## config.mk

```make
export PLATFORM = sky130hd
export DESIGN_NAME = ebswc_top
export DESIGN_NICKNAME = d
export VERILOG_FILES = /design/src/pkg/ebswc_pkg.sv /design/src/verilog/ebswc_sync.sv /design/src/verilog/ebswc_split.sv /design/src/verilog/ebswc_top.sv
export SDC_FILE = /design/constraint.sdc
export NUM_CORES = 1
export LEC_CHECK = 0
export ABC_AREA = 1
export BUFFER_PORTS_ARGS = -buffer_cell sky130_fd_sc_hd__clkbuf_2
export CAP_MARGIN = 20
export CELL_PAD_IN_SITES_DETAIL_PLACEMENT = 1
export CELL_PAD_IN_SITES_GLOBAL_PLACEMENT = 2
export CORE_MARGIN = 5
export CORE_UTILIZATION = 31
export CTS_BUF_LIST = sky130_fd_sc_hd__clkbuf_8
export DETAILED_ROUTE_END_ITERATION = 12
export PLACE_DENSITY_LB_ADDON = 0.1
export SYNTH_ARGS = -nofsm -noshare
export SYNTH_HDL_FRONTEND = slang
export SYNTH_HIERARCHICAL = 1
export SYNTH_SLANG_ARGS = --single-unit
```

## constraint.sdc

```tcl
create_clock -name clk -period 3.7 [get_ports clk]
set_input_delay 0.185 -clock clk [delete_from_list [all_inputs] [get_ports clk]]
set_output_delay 0.185 -clock clk [all_outputs]
set_load 0.01 [all_outputs]
```

## src/pkg/ebswc_pkg.sv

```systemverilog
package ebswc_pkg;

  // Register byte offsets on the AHB-Lite slave
  localparam logic [7:0] OFS_WIDTH  = 8'h00;
  localparam logic [7:0] OFS_WAIT   = 8'h04;
  localparam logic [7:0] OFS_AWAIT  = 8'h08;
  localparam logic [7:0] OFS_PWAIT  = 8'h0C;
  localparam logic [7:0] OFS_MODE   = 8'h10;
  localparam logic [7:0] OFS_PIN    = 8'h14;
  localparam logic [7:0] OFS_STATUS = 8'h18;

  // Reset values
  localparam logic [15:0] RST_WIDTH = 16'h5555;
  localparam logic [15:0] RST_WAIT  = 16'h7777;
  localparam logic [15:0] RST_AWAIT = 16'hFFFF;
  localparam logic [2:0]  RST_PWAIT = 3'h0;

  // Field layout: block n width bit 2n, wait field 4n+2..4n, hold 2n, setup 2n+1
  localparam int WIDTH_STRIDE = 2;
  localparam int WAIT_STRIDE  = 4;
  localparam int WAIT_W       = 3;
  localparam int AW_STRIDE    = 2;
  localparam int AW_HOLD_BIT  = 0;
  localparam int AW_SETUP_BIT = 1;

  // Memory block decode of the 16 MB external window
  localparam int REQ_ADDR_W = 24;
  localparam int BLK1_BIT   = 21;
  localparam int BLK2_BIT   = 22;
  localparam int BLK3_BIT   = 23;

  // Base bus clocks per access
  localparam logic [7:0] MUX_BASE_CLKS    = 8'h03;
  localparam logic [7:0] SEP_BASE_CLKS    = 8'h02;
  localparam logic [7:0] PERIPH_BASE_CLKS = 8'h03;

  typedef enum logic [1:0] {
    AREA_INT    = 2'b00,
    AREA_EXT    = 2'b01,
    AREA_PERIPH = 2'b10
  } ebswc_area_t;

  typedef enum logic [1:0] {
    SZ_BYTE = 2'b00,
    SZ_HALF = 2'b01,
    SZ_WORD = 2'b10
  } ebswc_size_t;

  typedef enum logic [2:0] {
    ST_IDLE   = 3'b000,
    ST_SETUP  = 3'b001,
    ST_ADDR   = 3'b010,
    ST_HOLD   = 3'b011,
    ST_SECOND = 3'b100,
    ST_WAIT   = 3'b101,
    ST_THIRD  = 3'b110
  } ebswc_state_t;

  typedef struct packed {
    logic [REQ_ADDR_W-1:0] addr;
    ebswc_size_t           size;
    logic                  write;
    logic [31:0]           wdata;
    ebswc_area_t           area;
  } ebswc_req_t;

  typedef struct packed {
    logic [21:0] addr;
    logic [15:0] dout;
    logic        oe;
    logic        astb;
    logic        rd_n;
    logic        wrLo_n;
    logic        wrHi_n;
  } ebswc_pins_t;

endpackage : ebswc_pkg

```

## src/verilog/ebswc_sync.sv

```systemverilog
`timescale 1ns/1ps
module ebswc_sync #(
  parameter int W = 1
) (
  // Clock and reset
  input  wire logic         clk,
  input  wire logic         rst_n,
  // Data
  input  wire logic [W-1:0] d,
  output logic      [W-1:0] q
);
  logic [W-1:0] meta;

  always_ff @(posedge clk or negedge rst_n) begin
    if (!rst_n) begin
      meta <= '0;
      q    <= '0;
    end else begin
      meta <= d;
      q    <= meta;
    end
  end
endmodule : ebswc_sync

```

## src/verilog/ebswc_split.sv

```systemverilog
`timescale 1ns/1ps
module ebswc_split (
  // Sub-access position
  input  wire logic       odd,
  input  wire logic [2:0] remain,
  input  wire logic       wide,
  // Lane plan
  output logic      [1:0] count,
  output logic            loLane,
  output logic            hiLane
);
  always_comb begin
    if (!wide) begin
      count  = 2'd1;
      loLane = 1'b1;
      hiLane = 1'b0;
    end else if (odd) begin
      count  = 2'd1;
      loLane = 1'b0;
      hiLane = 1'b1;
    end else if (remain >= 3'd2) begin
      count  = 2'd2;
      loLane = 1'b1;
      hiLane = 1'b1;
    end else begin
      count  = 2'd1;
      loLane = 1'b1;
      hiLane = 1'b0;
    end
  end
endmodule : ebswc_split

```

## src/verilog/ebswc_top.sv

```systemverilog
// Operation
// RL1: External access lasts 3+n+i clocks multiplexed, 2+n+i separate.
// RL2: Peripheral area access lasts 3 clocks plus peripheral wait setting.
// RL3: Per-block width bit: 0 selects 8-bit bus, 1 selects 16-bit.
// RL4: On 16-bit blocks even bytes use lines 7..0, odd bytes 15..8.
// RL5: Width register resets to 5555H; software keeps fixed bits as required.
// RL6: Separate low and high write strobes; single 16-bit read, unused byte dropped.
// RL7: Peripheral area is always a 16-bit bus.
// RL8: Little-endian order, least significant part transferred first.
// RL9: Any byte address accepted; misaligned data split into extra accesses.
// RL10: 16-bit halfword: even one access; odd upper lane then lower lane.
// RL11: 8-bit block: byte one access, halfword two consecutive byte accesses.
// RL12: 16-bit word: even two accesses; odd three, upper, both, lower.
// RL13: 8-bit block word uses four consecutive byte accesses.
// RL14: Zero to seven programmable waits per block; register resets 7777H.
// RL15: Internal memories get no waits; peripheral area only its own waits.
// RL16: Asserted wait pin stretches the cycle for as long as it is held.
// RL17: Wait pin sampled at falling edge multiplexed, rising edge separate.
// RL18: Wait pin honoured only while its pin-mode bit is one.
// RL19: A wait is inserted when programmed count or wait pin asks.
// RL20: Setup wait adds one clock before address, hold wait one after.
// RL21: Separate-bus select bit, zero multiplexed, one separate, resets zero.
// RL22: Split reads assembled; completion reported after the last sub-access.
//
// Added by the designer: the register addresses and the AHB-Lite register port.
`timescale 1ns/1ps
module ebswc_top
  import ebswc_pkg::*;
#(
  parameter int PIN_ADDR_W = 22
) (
  // Clock and reset
  input  wire logic        clk,
  input  wire logic        rst_n,
  // AHB-Lite register slave
  input  wire logic        hsel,
  input  wire logic [31:0] haddr,
  input  wire logic [1:0]  htrans,
  input  wire logic        hwrite,
  input  wire logic [2:0]  hsize,
  input  wire logic [31:0] hwdata,
  input  wire logic        hready,
  output logic             hreadyout,
  output logic             hresp,
  output logic      [31:0] hrdata,
  // Internal requester
  input  wire logic        reqValid,
  input  wire ebswc_req_t  reqIn,
  output logic             reqReady,
  output logic             rspValid,
  output logic      [31:0] rspRdata,
  // External bus pins
  output logic             busClockOutput,
  output ebswc_pins_t      pins,
  input  wire logic [15:0] dataIn,
  input  wire logic        waitIn_n
);
  if (PIN_ADDR_W != 22) begin : g_chk
    $error("ebswc_top: PIN_ADDR_W must be 22");
  end

  ////////////////////////////////////////////////////////////////////////////
  // Registers
  logic [15:0]       widthCfg;
  logic [15:0]       waitCfg;
  logic [15:0]       addrWaitCfg;
  logic [WAIT_W-1:0] periphWaitCfg;
  logic              separateBusSelect;
  logic              waitPinModeBit;
  logic              wrPend;
  logic [7:0]        wrOfs;
  logic [31:0]       statusWord;
  logic [31:0]       next_hrdata;
  logic              addrPhase;
  ebswc_state_t      state;
  logic [2:0]        byteDone;

  assign hreadyout = 1'b1;
  assign hresp     = 1'b0;
  assign addrPhase = hsel && hready && htrans[1];
  assign statusWord = {24'h0, 1'b0, byteDone, 1'b0, state};

  always_ff @(posedge clk or negedge rst_n) begin
    if (!rst_n) begin
      wrPend <= 1'b0;
      wrOfs  <= 8'h00;
    end else if (hready) begin
      wrPend <= addrPhase && hwrite;
      wrOfs  <= haddr[7:0];
    end
  end

  always_ff @(posedge clk or negedge rst_n) begin
    if (!rst_n) begin
      widthCfg          <= RST_WIDTH; // RL5
      waitCfg           <= RST_WAIT; // RL14
      addrWaitCfg       <= RST_AWAIT;
      periphWaitCfg     <= RST_PWAIT;
      separateBusSelect <= 1'b0; // RL21
      waitPinModeBit    <= 1'b0;
    end else if (wrPend) begin
      case (wrOfs)
        OFS_WIDTH: widthCfg          <= hwdata[15:0]; // RL3
        OFS_WAIT:  waitCfg           <= hwdata[15:0];
        OFS_AWAIT: addrWaitCfg       <= hwdata[15:0];
        OFS_PWAIT: periphWaitCfg     <= hwdata[WAIT_W-1:0];
        OFS_MODE:  separateBusSelect <= hwdata[0];
        OFS_PIN:   waitPinModeBit    <= hwdata[0];
        default: ;
      endcase
    end
  end

  always_comb begin
    case (haddr[7:0])
      OFS_WIDTH:  next_hrdata = {16'h0, widthCfg};
      OFS_WAIT:   next_hrdata = {16'h0, waitCfg};
      OFS_AWAIT:  next_hrdata = {16'h0, addrWaitCfg};
      OFS_PWAIT:  next_hrdata = {29'h0, periphWaitCfg};
      OFS_MODE:   next_hrdata = {31'h0, separateBusSelect};
      OFS_PIN:    next_hrdata = {31'h0, waitPinModeBit};
      OFS_STATUS: next_hrdata = statusWord;
      default:    next_hrdata = 32'h0;
    endcase
  end

  always_ff @(posedge clk or negedge rst_n) begin
    if (!rst_n) hrdata <= 32'h0;
    else if (addrPhase && !hwrite) hrdata <= next_hrdata;
  end

  ////////////////////////////////////////////////////////////////////////////
  // Bus clock divider and pin synchronisers
  logic        busClkHigh;
  logic        stateAdvance;
  logic        waitSync_n;
  logic [15:0] dataSync;

  // Free-running: each bus clock is one high and one low system clock
  always_ff @(posedge clk or negedge rst_n) begin
    if (!rst_n) busClkHigh <= 1'b1;
    else busClkHigh <= !busClkHigh;
  end
  assign stateAdvance   = !busClkHigh;
  assign busClockOutput = busClkHigh;

  ebswc_sync #(.W(1)) u_waitSync (
    .clk   (clk),
    .rst_n (rst_n),
    .d     (waitIn_n),
    .q     (waitSync_n)
  );

  ebswc_sync #(.W(16)) u_dataSync (
    .clk   (clk),
    .rst_n (rst_n),
    .d     (dataIn),
    .q     (dataSync)
  );

  ////////////////////////////////////////////////////////////////////////////
  // Transfer planning
  ebswc_req_t        cur;
  ebswc_state_t      next_state;
  logic              isPeriph;
  logic              sepMode;
  logic              wide;
  logic              setupEn;
  logic              holdEn;
  logic [WAIT_W-1:0] waitLoad;
  logic [WAIT_W-1:0] waitLeft;
  logic              extWaitSamp;
  logic [1:0]        reqBlk;
  logic [2:0]        totalBytes;
  logic [2:0]        nextDone;
  logic [23:0]       curAddr;
  logic [1:0]        subCount;
  logic              loLane;
  logic              hiLane;
  logic              busy;
  logic              ext;
  logic              accept;
  logic              extWaitLive;
  logic              needWait;
  logic              more;
  logic              subEnd;
  logic              subStart;
  logic [WAIT_W-1:0] loadVal;

  always_comb begin
    if (reqIn.addr[BLK3_BIT]) reqBlk = 2'd3;
    else if (reqIn.addr[BLK2_BIT]) reqBlk = 2'd2;
    else if (reqIn.addr[BLK1_BIT]) reqBlk = 2'd1;
    else reqBlk = 2'd0;
  end

  assign busy       = state != ST_IDLE;
  assign ext        = busy && !isPeriph;
  assign reqReady   = !busy && (stateAdvance || reqIn.area == AREA_INT);
  assign accept     = reqValid && reqReady;
  assign totalBytes = (cur.size == SZ_WORD) ? 3'd4 : (cur.size == SZ_HALF) ? 3'd2 : 3'd1;
  assign curAddr    = cur.addr + {21'h0, byteDone}; // RL9
  assign nextDone   = byteDone + {1'b0, subCount};
  assign more       = nextDone < totalBytes;
  // Pin waits are ignored for the peripheral area
  assign extWaitLive = waitPinModeBit && !waitSync_n && !isPeriph; // RL15 RL18
  assign needWait    = (waitLeft != '0) || (sepMode ? extWaitLive : extWaitSamp); // RL19
  assign subEnd      = stateAdvance && (state == ST_THIRD || (state == ST_SECOND && sepMode));
  assign subStart    = (state == ST_IDLE || state == ST_SECOND || state == ST_THIRD)
                     && (next_state == ST_SETUP || next_state == ST_ADDR);

  ebswc_split u_split (
    .odd    (curAddr[0]),
    .remain (totalBytes - byteDone),
    .wide   (wide),
    .count  (subCount),
    .loLane (loLane),
    .hiLane (hiLane)
  ); // RL4 RL10 RL11 RL12 RL13

  always_comb begin
    next_state = state;
    case (state)
      ST_IDLE: begin
        if (accept && reqIn.area != AREA_INT) begin
          next_state = (reqIn.area == AREA_EXT
                        && addrWaitCfg[AW_STRIDE*reqBlk+AW_SETUP_BIT]) ? ST_SETUP : ST_ADDR;
        end
      end
      ST_SETUP: if (stateAdvance) next_state = ST_ADDR; // RL20
      ST_ADDR, ST_HOLD: begin
        if (stateAdvance) begin
          if (state == ST_ADDR && holdEn) next_state = ST_HOLD; // RL20
          else if (sepMode && needWait) next_state = ST_WAIT;
          else next_state = ST_SECOND;
        end
      end
      ST_SECOND: begin
        if (stateAdvance) begin
          if (!sepMode) next_state = needWait ? ST_WAIT : ST_THIRD;
          else if (more) next_state = setupEn ? ST_SETUP : ST_ADDR;
          else next_state = ST_IDLE;
        end
      end
      ST_WAIT: begin
        if (stateAdvance && !needWait) next_state = sepMode ? ST_SECOND : ST_THIRD; // RL16
      end
      ST_THIRD: begin // RL1
        if (stateAdvance) begin
          if (more) next_state = setupEn ? ST_SETUP : ST_ADDR;
          else next_state = ST_IDLE;
        end
      end
      default: next_state = ST_IDLE;
    endcase
  end

  always_ff @(posedge clk or negedge rst_n) begin
    if (!rst_n) state <= ST_IDLE;
    else state <= next_state;
  end

  // Config other than waitPinModeBit captured once per request so a mid-transfer write cannot tear it
  always_ff @(posedge clk or negedge rst_n) begin
    if (!rst_n) begin
      cur      <= '0;
      isPeriph <= 1'b0;
      sepMode  <= 1'b0;
      wide     <= 1'b0;
      setupEn  <= 1'b0;
      holdEn   <= 1'b0;
      waitLoad <= '0;
    end else if (accept && reqIn.area != AREA_INT) begin
      cur      <= reqIn;
      isPeriph <= reqIn.area == AREA_PERIPH;
      sepMode  <= separateBusSelect && reqIn.area == AREA_EXT; // RL2
      wide     <= reqIn.area == AREA_PERIPH || widthCfg[WIDTH_STRIDE*reqBlk]; // RL3 RL7
      setupEn  <= reqIn.area == AREA_EXT && addrWaitCfg[AW_STRIDE*reqBlk+AW_SETUP_BIT];
      holdEn   <= reqIn.area == AREA_EXT && addrWaitCfg[AW_STRIDE*reqBlk+AW_HOLD_BIT];
      waitLoad <= loadVal;
    end
  end

  always_comb begin
    if (state != ST_IDLE) loadVal = waitLoad;
    else if (reqIn.area == AREA_PERIPH) loadVal = periphWaitCfg; // RL2
    else loadVal = waitCfg[WAIT_STRIDE*reqBlk +: WAIT_W]; // RL14
  end

  always_ff @(posedge clk or negedge rst_n) begin
    if (!rst_n) waitLeft <= '0;
    else if (subStart) waitLeft <= loadVal;
    else if (stateAdvance && next_state == ST_WAIT && waitLeft != '0) waitLeft <= waitLeft - 1'b1;
  end

  // Multiplexed mode looks at the pin at the falling edge inside the state
  always_ff @(posedge clk or negedge rst_n) begin
    if (!rst_n) extWaitSamp <= 1'b0;
    else if (subStart) extWaitSamp <= 1'b0;
    else if (busClkHigh && (state == ST_SECOND || state == ST_WAIT)) extWaitSamp <= extWaitLive; // RL17
  end

  always_ff @(posedge clk or negedge rst_n) begin
    if (!rst_n) byteDone <= 3'd0;
    else if (accept) byteDone <= 3'd0;
    else if (subEnd) byteDone <= nextDone; // RL8
  end

  ////////////////////////////////////////////////////////////////////////////
  // Read assembly and completion
  logic [3:0][7:0] rbuf;
  logic [3:0][7:0] next_rbuf;
  logic [1:0]      bIdx;

  assign bIdx = byteDone[1:0];

  // The read strobe always fetches 16 bits; the unwanted lane is dropped
  always_comb begin
    next_rbuf = rbuf;
    if (!isPeriph && !cur.write) begin
      if (loLane) next_rbuf[bIdx] = dataSync[7:0]; // RL6
      else next_rbuf[bIdx] = dataSync[15:8];
      if (subCount == 2'd2) next_rbuf[bIdx + 2'd1] = dataSync[15:8];
    end
  end

  always_ff @(posedge clk or negedge rst_n) begin
    if (!rst_n) rbuf <= '0;
    else if (accept) rbuf <= '0;
    else if (subEnd) rbuf <= next_rbuf;
  end

  always_ff @(posedge clk or negedge rst_n) begin
    if (!rst_n) begin
      rspValid <= 1'b0;
      rspRdata <= 32'h0;
    end else begin
      rspValid <= (accept && reqIn.area == AREA_INT) || (subEnd && !more); // RL15 RL22
      if (subEnd && !more) rspRdata <= next_rbuf;
      else if (accept) rspRdata <= 32'h0;
    end
  end

  ////////////////////////////////////////////////////////////////////////////
  // Pin drive
  ebswc_pins_t next_pins;
  logic        addrStates;
  logic        dataStates;
  logic        muxAddr;
  logic        strobeOn;
  logic [7:0]  wbLo;
  logic [7:0]  wbNext;

  assign addrStates = state == ST_SETUP || state == ST_ADDR || state == ST_HOLD;
  assign dataStates = state == ST_SECOND || state == ST_WAIT || state == ST_THIRD;
  assign muxAddr    = ext && !sepMode && addrStates;
  assign strobeOn   = ext && (state == ST_SECOND || state == ST_WAIT);
  assign wbLo       = cur.wdata[{bIdx, 3'b000} +: 8];
  assign wbNext     = cur.wdata[{bIdx + 2'd1, 3'b000} +: 8];

  always_comb begin
    next_pins.addr   = curAddr[21:0];
    next_pins.astb   = ext && !sepMode && state == ST_ADDR;
    next_pins.oe     = muxAddr || (ext && cur.write && dataStates);
    next_pins.rd_n   = !(strobeOn && !cur.write);
    next_pins.wrLo_n = !(strobeOn && cur.write && loLane); // RL6
    next_pins.wrHi_n = !(strobeOn && cur.write && hiLane);
    if (muxAddr) next_pins.dout = curAddr[15:0];
    else next_pins.dout = {(subCount == 2'd2) ? wbNext : wbLo, wbLo}; // RL4
  end

  always_ff @(posedge clk or negedge rst_n) begin
    if (!rst_n) pins <= '{addr: '0, dout: '0, oe: 1'b0, astb: 1'b0,
                          rd_n: 1'b1, wrLo_n: 1'b1, wrHi_n: 1'b1};
    else pins <= next_pins;
  end

  ////////////////////////////////////////////////////////////////////////////
  // Checks
  logic [7:0] subClks;
  logic [7:0] waitsDone;
  logic [7:0] expClks;

  always_ff @(posedge clk or negedge rst_n) begin
    if (!rst_n) begin
      subClks   <= 8'h0;
      waitsDone <= 8'h0;
    end else if (subStart) begin
      subClks   <= 8'h0;
      waitsDone <= 8'h0;
    end else if (stateAdvance && busy) begin
      subClks <= subClks + 8'h1;
      if (state == ST_WAIT) waitsDone <= waitsDone + 8'h1;
    end
  end

  assign expClks = (isPeriph ? PERIPH_BASE_CLKS : sepMode ? SEP_BASE_CLKS : MUX_BASE_CLKS)
                 + waitsDone + {7'h0, setupEn} + {7'h0, holdEn};
endmodule : ebswc_top

```

### Word-level counts from Yosys, hierarchy flattened

Index checks and enable logic that the tools add are counted.

| word-level totals | value |
|---|---|
| logic and storage cells | 224 |
| input port bits | 153 |
| output and inout port bits | 112 |
| bits in registers | 312 |

| operators by class | value |
|---|---|
| $add $sub $neg | 6 |
| equal/unequal tests | 25 |
| magnitude comparators | 8 |
| shifts and indexed selects | 3 |
| reductions and logical operators | 80 |
| muxes and demuxes | 61 |

Operators by type and width:

| operator | number |
|---|---|
| $mux W32 | 8 |
| $pmux W16 S7 | 1 |
| $bwmux W32 | 3 |
| $shiftx A32 B6 Y8 | 2 |
| $mux W3 | 15 |
| $eq A8 B5 Y1 const B | 5 |
| $logic_and A1 B1 Y1 | 37 |
| $demux W8 S2 | 2 |
| $eq A8 B4 Y1 const B | 4 |
| $mux W8 | 3 |
| $add A22 B3 Y22 | 1 |
| $mux W2 | 11 |
| $pmux W3 S6 | 1 |
| $eq A8 B3 Y1 const B | 2 |
| $logic_not A8 Y1 | 2 |
| $mux W16 | 1 |
| $shiftx A16 B5 Y3 | 1 |
| $logic_or A1 B1 Y1 | 13 |
| $mux W1 | 13 |
| $eq A3 B3 Y1 const B | 4 |
| $logic_not A1 Y1 | 12 |
| $reduce_and A2 Y1 | 6 |
| $reduce_bool A2 Y1 | 5 |
| $eq A3 B2 Y1 const B | 3 |
| other kinds (20) | 28 |

### Longest topological paths before layout

Gate-level depths: netlist of run 1.

| depth | value |
|---|---|
| depth after elaboration | 19 |
| mapped depth | 32 |

### Modules after synthesis

Netlist of run 1, hierarchy kept.

Modules (own cells, without submodules):

| module | times used | sequential area each (um2) | area each (um2) | cells an instance |
|---|---|---|---|---|
| ebswc_top | 1 | 6606.3 | 12863.6 | 1528 |
| ebswc_sync at u_dataSync | 1 | 800.8 | 800.8 | 32 |
| ebswc_sync at u_waitSync | 1 | 50.0 | 50.0 | 2 |
| ebswc_split | 1 | 0.0 | 36.3 | 7 |

### Worst setup path before layout of run 1

Ideal clock, no wire load.

| timing | value |
|---|---|
| path type | register -> register |
| start point | reg cur[35] (netlist bit) |
| end point | reg waitLeft[1] |
| setup time | 0.118 ns |
| setup slack | -0.408 ns |
| data required time | 3.582 ns |
| period minus slack after synthesis | 4.108 ns |
| stages on the path, launching flop included | 30 |
| arrival | 3.990 ns |
| cells stage by stage | dfrtp_1 > inv_1 > ha_1 > inv_1 > ha_1 > fa_1 > xnor2_1 > xor2_1 > nor2_2 > nor2_1 > nand2_1 > ha_1 > fa_1 > xnor2_1 > inv_1 > ha_1 > a21oi_1 > nand3_1 > nand2_1 > nand2_1 > nand2_1 > nand2_1 > nand2_1 > nand2_1 > nand2_2 > nand2_2 > nand2_4 > nand3_1 > nand3_1 > nand2_1 |

| between the ends | value |
|---|---|
| cells in the longest elaborated chain, start to end | 18 |

Ends and longest elaborated chain:

| element | line | RTL |
|---|---|---|
| start: declaration | ebswc_top.sv:163 | `ebswc_req_t cur;` |
| start signal: assignment | ebswc_top.sv:274 | `cur <= reqIn;` |
| $eq A2 B1 Y1 | ebswc_top.sv:201 | `assign totalBytes = (cur.size == SZ_WORD) ? 3'd4 : (cur.size == SZ_HALF) ? 3'd2 : 3'd1;` |
| $mux W2 | ebswc_top.sv:201 |  |
| $mux W3 * | ebswc_top.sv:201 |  |
| $sub A3 B3 Y3 * | ebswc_top.sv:214 | `.remain (totalBytes - byteDone),` |
| $ge A3 B2 Y1 * | ebswc_split.sv:21 | `end else if (remain >= 3'd2) begin` |
| $mux W2 * | ebswc_split.sv:21 |  |
| $mux W2 * | ebswc_split.sv:17 | `end else if (odd) begin` |
| $mux W2 * | ebswc_split.sv:13 | `if (!wide) begin` |
| named net subCount[0] | ebswc_top.sv:177 | `logic [1:0] subCount;` |
| (+3 left out) | -- |  |
| $mux W3 | ebswc_top.sv:240 | `if (!sepMode) next_state = needWait ? ST_WAIT : ST_THIRD;` |
| $mux W3 | ebswc_top.sv:239 | `if (stateAdvance) begin` |
| $pmux W3 S6 * | ebswc_top.sv:223 | `case (state)` |
| named net next_state[1] | ebswc_top.sv:164 | `ebswc_state_t next_state;` |
| $eq A3 B1 Y1, or another cell as far along | ebswc_top.sv:210 | `&& (next_state == ST_SETUP \|\| next_state == ST_ADDR);` |
| $logic_or A1 B1 Y1 or $logic_and A1 B1 Y1 (tied branches) | ebswc_top.sv:210, ebswc_top.sv:293 |  |
| $logic_and A1 B1 Y1 (on tied branches) | ebswc_top.sv:210, ebswc_top.sv:293 |  |
| $mux W3 or $reduce_bool A2 Y1 (tied branches) | -- |  |
| end signal: assignment | ebswc_top.sv:292 | `else if (subStart) waitLeft <= loadVal;` |
| end signal: assignment | ebswc_top.sv:293 | `else if (stateAdvance && next_state == ST_WAIT && waitLeft != '0) waitLeft <= waitLeft - 1'b1;` |
| end: declaration | ebswc_top.sv:171 | `logic [WAIT_W-1:0] waitLeft;` |

Mark *: on every way through the listed nets, which the timed path passes. The rest lies on a longest branch.
A chain may end at the register's enable or synchronous reset.

### Final worst setup path of run 1

| timing | value |
|---|---|
| start point | reg cur[36] (netlist bit) |
| end point | reg waitLeft[1] |

The elaborated chain is that of the path after synthesis.

==> metrics.txt, run 1 <==
Avg Inst Size Synth=between 8 and 9 um^2; PnR Total Power=between 10 and 15 mW; Ports=~270; slew margin rel.=roughly a third; Pwr Density=approximately 700 mW/mm^2; Routed Antenna Nets=0; Post-Syn Area=about 0.014 mm^2; Worst Path Max Fanout=4; RSZ-0062 raised after global routing=yes; status=finished, violations left; Iter 0 DRT Violations=636; Die Ht=about 220 um; fin crit period=4130 ps; final slew viol count=0; first-pass GRT wire length=roughly 74000 um; switching share of power=between 30% and 40%; commonest non-fill, non-tap cells in the layout=306 x nand2_1, 256 x dfrtp_1, 252 x o21ai_0; clk_lat worst skew=640 ps; Hold Violations, Final=0; critical path capture point type=register; ANT cells=0; largest net degree at the start of global routing=99; gr usage total=between 10% and 20%; worst slack, placed=-531 ps; dpl cells=about 2300; design area=roughly 0.018 mm^2; final worst slack=-427 ps; WS Path Type=reg -> reg; aggregate global routing overflow=0; Port Buf Inserts=202; Num CTS Buffers=between 50 and 60; worst vdd ir=0.000236 V; Cells after Synth=between 1500 and 2000; Worst-Margin Slew=1010 ps; vias=around 12000; non-filler cells, final=~2600; commonest non-fill, non-tap cell in the layout=nand2_1; die width=between 200 and 250 um; Placer Congestion=about 0.8; clock-pin slew on the worst setup and hold paths=60 ps; Pint=~7.5 mW; CTS root buf=clkbuf_8; Final #Nets=between 2000 and 2500; initial antenna violation count=1; worst stage delay on the critical path=410 ps; Worst EP arrival=4650 ps; Initial Util=31.2%; fmax=about 240 MHz; CTS tree=built; skew final=19.8 ps; failing checks=negative setup slack; drt pass-1 iters=5; Layout area overhead=30.5%; die footprint=0.0487 mm^2; Psw=between 4 and 5 mW; clk sink count=between 200 and 300; final WL=between 40000 and 50000 um; detailed placement HPWL=33200 um; # setup viols final=38; Crit path required time=about 4200 ps; DRC violations left=0; clock power share=24.4%; period utilization=112%; CP max-delay cell=dfrtp_1; Ys Warns=6; Worst setup SP type=register; layout cells sized above 1=between 20% and 30%; Avg Vias per Cell=approximately 4.7; Core Region=between 0.04 and 0.05 mm^2; part of the power in registers=between 30% and 40%; Comb power frac=39.2%; Post-DP Area=0.0156 mm^2; # rows=77; Hold Crit Class=in -> reg; vias in the first global route=between 10000 and 15000; Leak=between 8 and 9 nW; CP most frequent cell=nand2_1; Max-cap violations=0; drt wl/cell=18.5 um; clk buf depth=3; CTS H-Tree Depth=2
area by class of cell:
type | count | area [um^2]
fillers | 5238 | 26100
clock inverters | 31 | 125
inverters | 203 | 764
repair buffers | 365 | 2610
well taps | 592 | 741
multi-input cells | 997 | 5320
flip-flops and latches | 296 | 7460
clock buffers | 67 | 922
routing by layer:
metal	global-route usage [%]	vias up	part of all wire [%]
li1	-	5846	-
met1	26.8	5915	47
met2	31.5	196	48
met3	3.17	61	3.8
met4	5.07	2	1.9
met5	0	-	0.028
final timing paths:
path	start	slack, ps	end	depth (start not counted)
worst min register to register	u_dataSync/meta[6]$_DFF_PN0_	350	u_dataSync/q[6]$_DFF_PN0_	0
worst min-delay path	htrans[1]	60	hrdata[15]$_DFFE_PN0P_	5
min in group asynchronous	rst_n	190	rspRdata[14]$_DFFE_PN0P_	2
worst max register to register	cur[36]$_DFFE_PN0P_	-430	waitLeft[1]$_DFFE_PN0P_	28
worst max-delay path	cur[36]$_DFFE_PN0P_	-430	waitLeft[1]$_DFFE_PN0P_	28
max in group asynchronous	rst_n	2590	wrOfs[5]$_DFFE_PN0P_	3
through the flow:
step / hold slack (ps) / setup TNS (ps) / util, %
after floorplan: -111 / -757 / -
after global placement: 290 / -4390 / 35.3
after detailed placement: 289 / -9000 / 35.4
after CTS: 3.10 / -10170 / 40.7
after global routing: 45.3 / -18160 / 40.8
final: 56.6 / -8380 / 40.8
power groups by stage:
stage	sequential, mW	combinational (mW)	clock, mW
after CTS	4.55	4.88	3.18
after global placement	4.57	4.46	0
after global routing	4.63	5.50	3.32
after floorplan	4.62	2.70	0
after detailed placement	4.60	4.54	0
final	4.54	4.89	3.04
registers in the layout, indices dropped and copies added, names as in the netlist, 8 cells and up:
name / count
widthCfg: 16
rspRdata: 32
pins: 43
waitCfg: 16
hrdata: 16
u_dataSync/meta: 16
u_dataSync/q: 16
cur: 57
wrOfs: 8
addrWaitCfg: 16
rbuf: 32
what timing repair did:
action,CTS,global route
setup buffers,3,3
resized for setup,24,8
hold buffers,115,0
hold endpoints to repair,224,0
setup endpoints to repair,39,52
pin swaps,17,4
cloned,1,0
critical path: cells and delay by family, from the launching register on:
kind | cells | cell delay [ps]
flops | 1 | 410
buf+inv | 2 | 110
fa+ha+maj | 6 | 1540
compound gates | 1 | 170
simple gates | 16 | 1250
xor+xnor | 3 | 530
(Power assumes the default switching activity.)
==> run 2: changes to the inputs <==
--- a/config.mk
+++ b/config.mk
@@ -6,7 +6,7 @@
 export NUM_CORES = 1
 export LEC_CHECK = 0
 export ABC_AREA = 1
-export BUFFER_PORTS_ARGS = -buffer_cell sky130_fd_sc_hd__clkbuf_2
+export BUFFER_PORTS_ARGS = -buffer_cell sky130_fd_sc_hd__buf_2
 export CAP_MARGIN = 20
 export CELL_PAD_IN_SITES_DETAIL_PLACEMENT = 1
 export CELL_PAD_IN_SITES_GLOBAL_PLACEMENT = 2
@@ -14,8 +14,8 @@
 export CORE_UTILIZATION = 31
 export CTS_BUF_LIST = sky130_fd_sc_hd__clkbuf_8
 export DETAILED_ROUTE_END_ITERATION = 12
+export MAX_ROUTING_LAYER = met4
 export PLACE_DENSITY_LB_ADDON = 0.1
 export SYNTH_ARGS = -nofsm -noshare
 export SYNTH_HDL_FRONTEND = slang
-export SYNTH_HIERARCHICAL = 1
 export SYNTH_SLANG_ARGS = --single-unit
==> metrics.txt, run 2 <==
vias=12500 (+3.7%); fin crit period=3980 ps (-146 ps); CTS root buf=clkbuf_8; biggest regs=cur: 57 flops, pins: 43 flops; FF+latch area=0.00746 mm^2 (unchanged); Core Region=0.0451 mm^2 (+2.4%); Layout area overhead=34.2%; largest family of logic cells by synthesized area=simple AND/OR/NAND/NOR gates; post-layout util=41.7% (+0.99 points); cell taking the most area after synthesis=dfrtp_1; worst stage delay on the critical path=410 ps (about the same); met3 WL=1680 um (-6.0%); vias in the first global route=13200 (+2.8%); drt wl/cell=18.5 um (-0.19%); non-filler cells, final=2627 (+3.0%); commonest non-fill, non-tap cell in the layout=nand2_1; final WL=48500 um (+2.8%); Reg with most FFs=cur; Ys Warns=0 (-6); max reg flops=57 (unchanged); # rows=78 (+1.3%); dpl cells=2385 (+2.3%); Leak=9.33 nW (+5.8%); Hold Violations, Final=0 (unchanged); die footprint=0.0496 mm^2 (+1.9%); Crit path required time=4270 ps (+40 ps); Worst-Margin Slew=867 ps (-147 ps); Avg Vias per Cell=4.74 (+0.67%); Initial Util=31.1% (-0.13 points); skew final=44.2 ps (+24.4 ps); Synth top cells by count=371 x nand2_1, 256 x dfrtp_1, 162 x o21ai_0; Placer Congestion=0.827 (+1.4%); M1 WL=21800 um (-1.2%); fmax=251 MHz (+3.7%); Post-Syn Area=0.0140 mm^2 (+2.0%); Port Buf Inserts=202 (unchanged); Post-DP Area=0.0159 mm^2 (+1.8%); first-pass GRT wire length=76200 um (+3.6%); final slew viol count=0 (unchanged); clock-pin slew on the worst setup and hold paths=60 ps (about the same); worst vdd ir=0.000382 V (+62%); design area=0.0188 mm^2 (+4.9%); status=finished, violations left; Die Ht=223 um (+0.95%); critical path capture point type=register; initial antenna violation count=1 (unchanged); final worst slack=-281 ps (+146 ps); Final #Nets=2159 (+3.1%); Avg Inst Size Synth=8.65 um^2 (-1.3%); post-synthesis mux area share=less than 1%; slew margin rel.=42.1% (+9.9 points); PnR Total Power=14.6 mW (+17%); area of the multi-input gates=0.00580 mm^2 (+9.1%); synth unique cells=51; WS Path Type=reg -> reg; Max-cap violations=0 (unchanged); worst slack, placed=-373 ps (+157 ps); Cells after Synth=1620 (+3.3%); Routed Antenna Nets=0 (unchanged); met2 WL=24100 um (+7.3%); RSZ-0062 raised after global routing=yes; layout cells sized above 1=26.1% (+4.0 points); Num CTS Buffers=55 (-1.8%); most common cell in the netlist=nand2_1; CP max-delay cell=dfrtp_1; # setup viols final=37 (-2.6%); CTS H-Tree Depth=2 (unchanged); Ports=265 (unchanged); commonest non-fill, non-tap cells in the layout=366 x nand2_1, 256 x dfrtp_1, 201 x buf_2; Post-Synth Adder-Cell Area=2.07%; drt pass-1 iters=5 (unchanged); Max Used Layer=met4; gr usage total=19.8% (+0.54 points); post-synth top area share=45.7%; aggregate global routing overflow=0 (unchanged); Seq/Total Area, Yosys=roughly 53%; asr flop ratio synth=100%; largest net degree at the start of global routing=97 (-2.0%); failing checks=negative setup slack; Yosys reg bits=a little under 300; die width=223 um (+0.95%); Post-synth EDFFs=0; Worst setup SP type=register; clk_lat worst skew=670 ps (+30 ps); Iter 0 DRT Violations=584 (-8.2%); clk sink count=296 (unchanged); Synth Area in Compound Gates=roughly 13%; simple-gate portion of the synthesized area=21.1%; DRC violations left=0 (unchanged); Post-Synth XOR/XNOR Area=between 1.5 and 2%; Worst EP arrival=4550 ps (-100 ps); Pwr Density=776 mW/mm^2 (+12%); fillers=5340 (+1.9%); clk buf depth=3 (unchanged); Worst Path Max Fanout=6 (+2); Primary FF master, synth=dfrtp_1; detailed placement HPWL=32100 um (-3.4%); CP most frequent cell=ha_4; Synth area leaders=dfrtp_1 46%, nand2_1 9.9%, dfstp_2 7.5%; CTS tree=built; Hold Crit Class=in -> async; period utilization=108% (-3.9 points)
==> run 2: worst paths after layout <==
path                                      startpoint                      endpoint  slack, ps  cells after the start
max                              cur[35]$_DFFE_PN0P_       waitLeft[1]$_DFFE_PN0P_       -280                     31
min                                            rst_n            cur[7]$_DFFE_PN0P_        110                      2
max reg2reg                      cur[35]$_DFFE_PN0P_       waitLeft[1]$_DFFE_PN0P_       -280                     31
min reg2reg                u_waitSync.meta$_DFF_PN0_        u_waitSync.q$_DFF_PN0_        350                      0
max in group asynchronous                      rst_n        waitCfg[1]$_DFFE_PN1P_       2540                      3
min in group clk                           dataIn[8]  u_dataSync.meta[8]$_DFF_PN0_        160                      2
==> run 2: area by class of cell <==
class                      count  share of cell area (%)
inverter                     167                    3.36
antenna                        1                  0.0133
clock buffer                  79                    5.78
multi-input combinational   1082                    30.8
sequential                   296                    39.6
clock inverter                20                   0.758
timing repair buffer         382                    15.7
tap                          600                    3.99
==> run 2: critical path, delay by kind of cell (launching register included) <==
family	cells	cell delay (ps)
flip-flops	1	410
AO/OA/AOI/OAI	4	480
AND/OR/NAND/NOR	14	1240
XOR/XNOR	1	150
adder cells (fa/ha/maj)	6	1230
buffers and inverters	6	380
==> run 2: layer usage <==
| metal | vias to the layer above | global-route usage [%] |
|---|---|---|
| met5 | - | - |
| met1 | 6179 | 25.4 |
| met3 | 74 | 3.00 |
| met4 | 0 | 5.32 |
| met2 | 187 | 32.9 |
| li1 | 6021 | - |
==> run 2: metrics by stage <==
stage | hold WS (ps) | TNS, ps
6_report | 109 | -7990
5_1_grt | 124 | -13900
4_1_cts | 95.4 | -4360
3_5_place_dp | 212 | -3490
3_3_place_gp | 204 | -923
2_1_floorplan | -111 | -851
==> run 2: timing repair <==
item                       4_1_cts  5_1_grt
gates cloned                     5        3
setup buffers                    6        5
setup endpoints to repair       36       39
pin swaps                       14       10
gates resized for setup         24       19
hold endpoints to repair       213        0
hold buffers                   121        0
==> run 2: power by group <==
part / internal (mW) / switching, mW
combinational: 2.48 / 3.80
sequential: 4.21 / 0.629
clock: 2.02 / 1.47
==> run 2: cell families after synthesis <==
logic type               count (synthesis)
AO/OA/AOI/OAI                          339
other                                    2
AND/OR/NAND/NOR                        666
flip-flops                             296
XOR/XNOR                                25
multiplexers                            12
buffers and inverters                  258
adder cells (fa/ha/maj)                 22
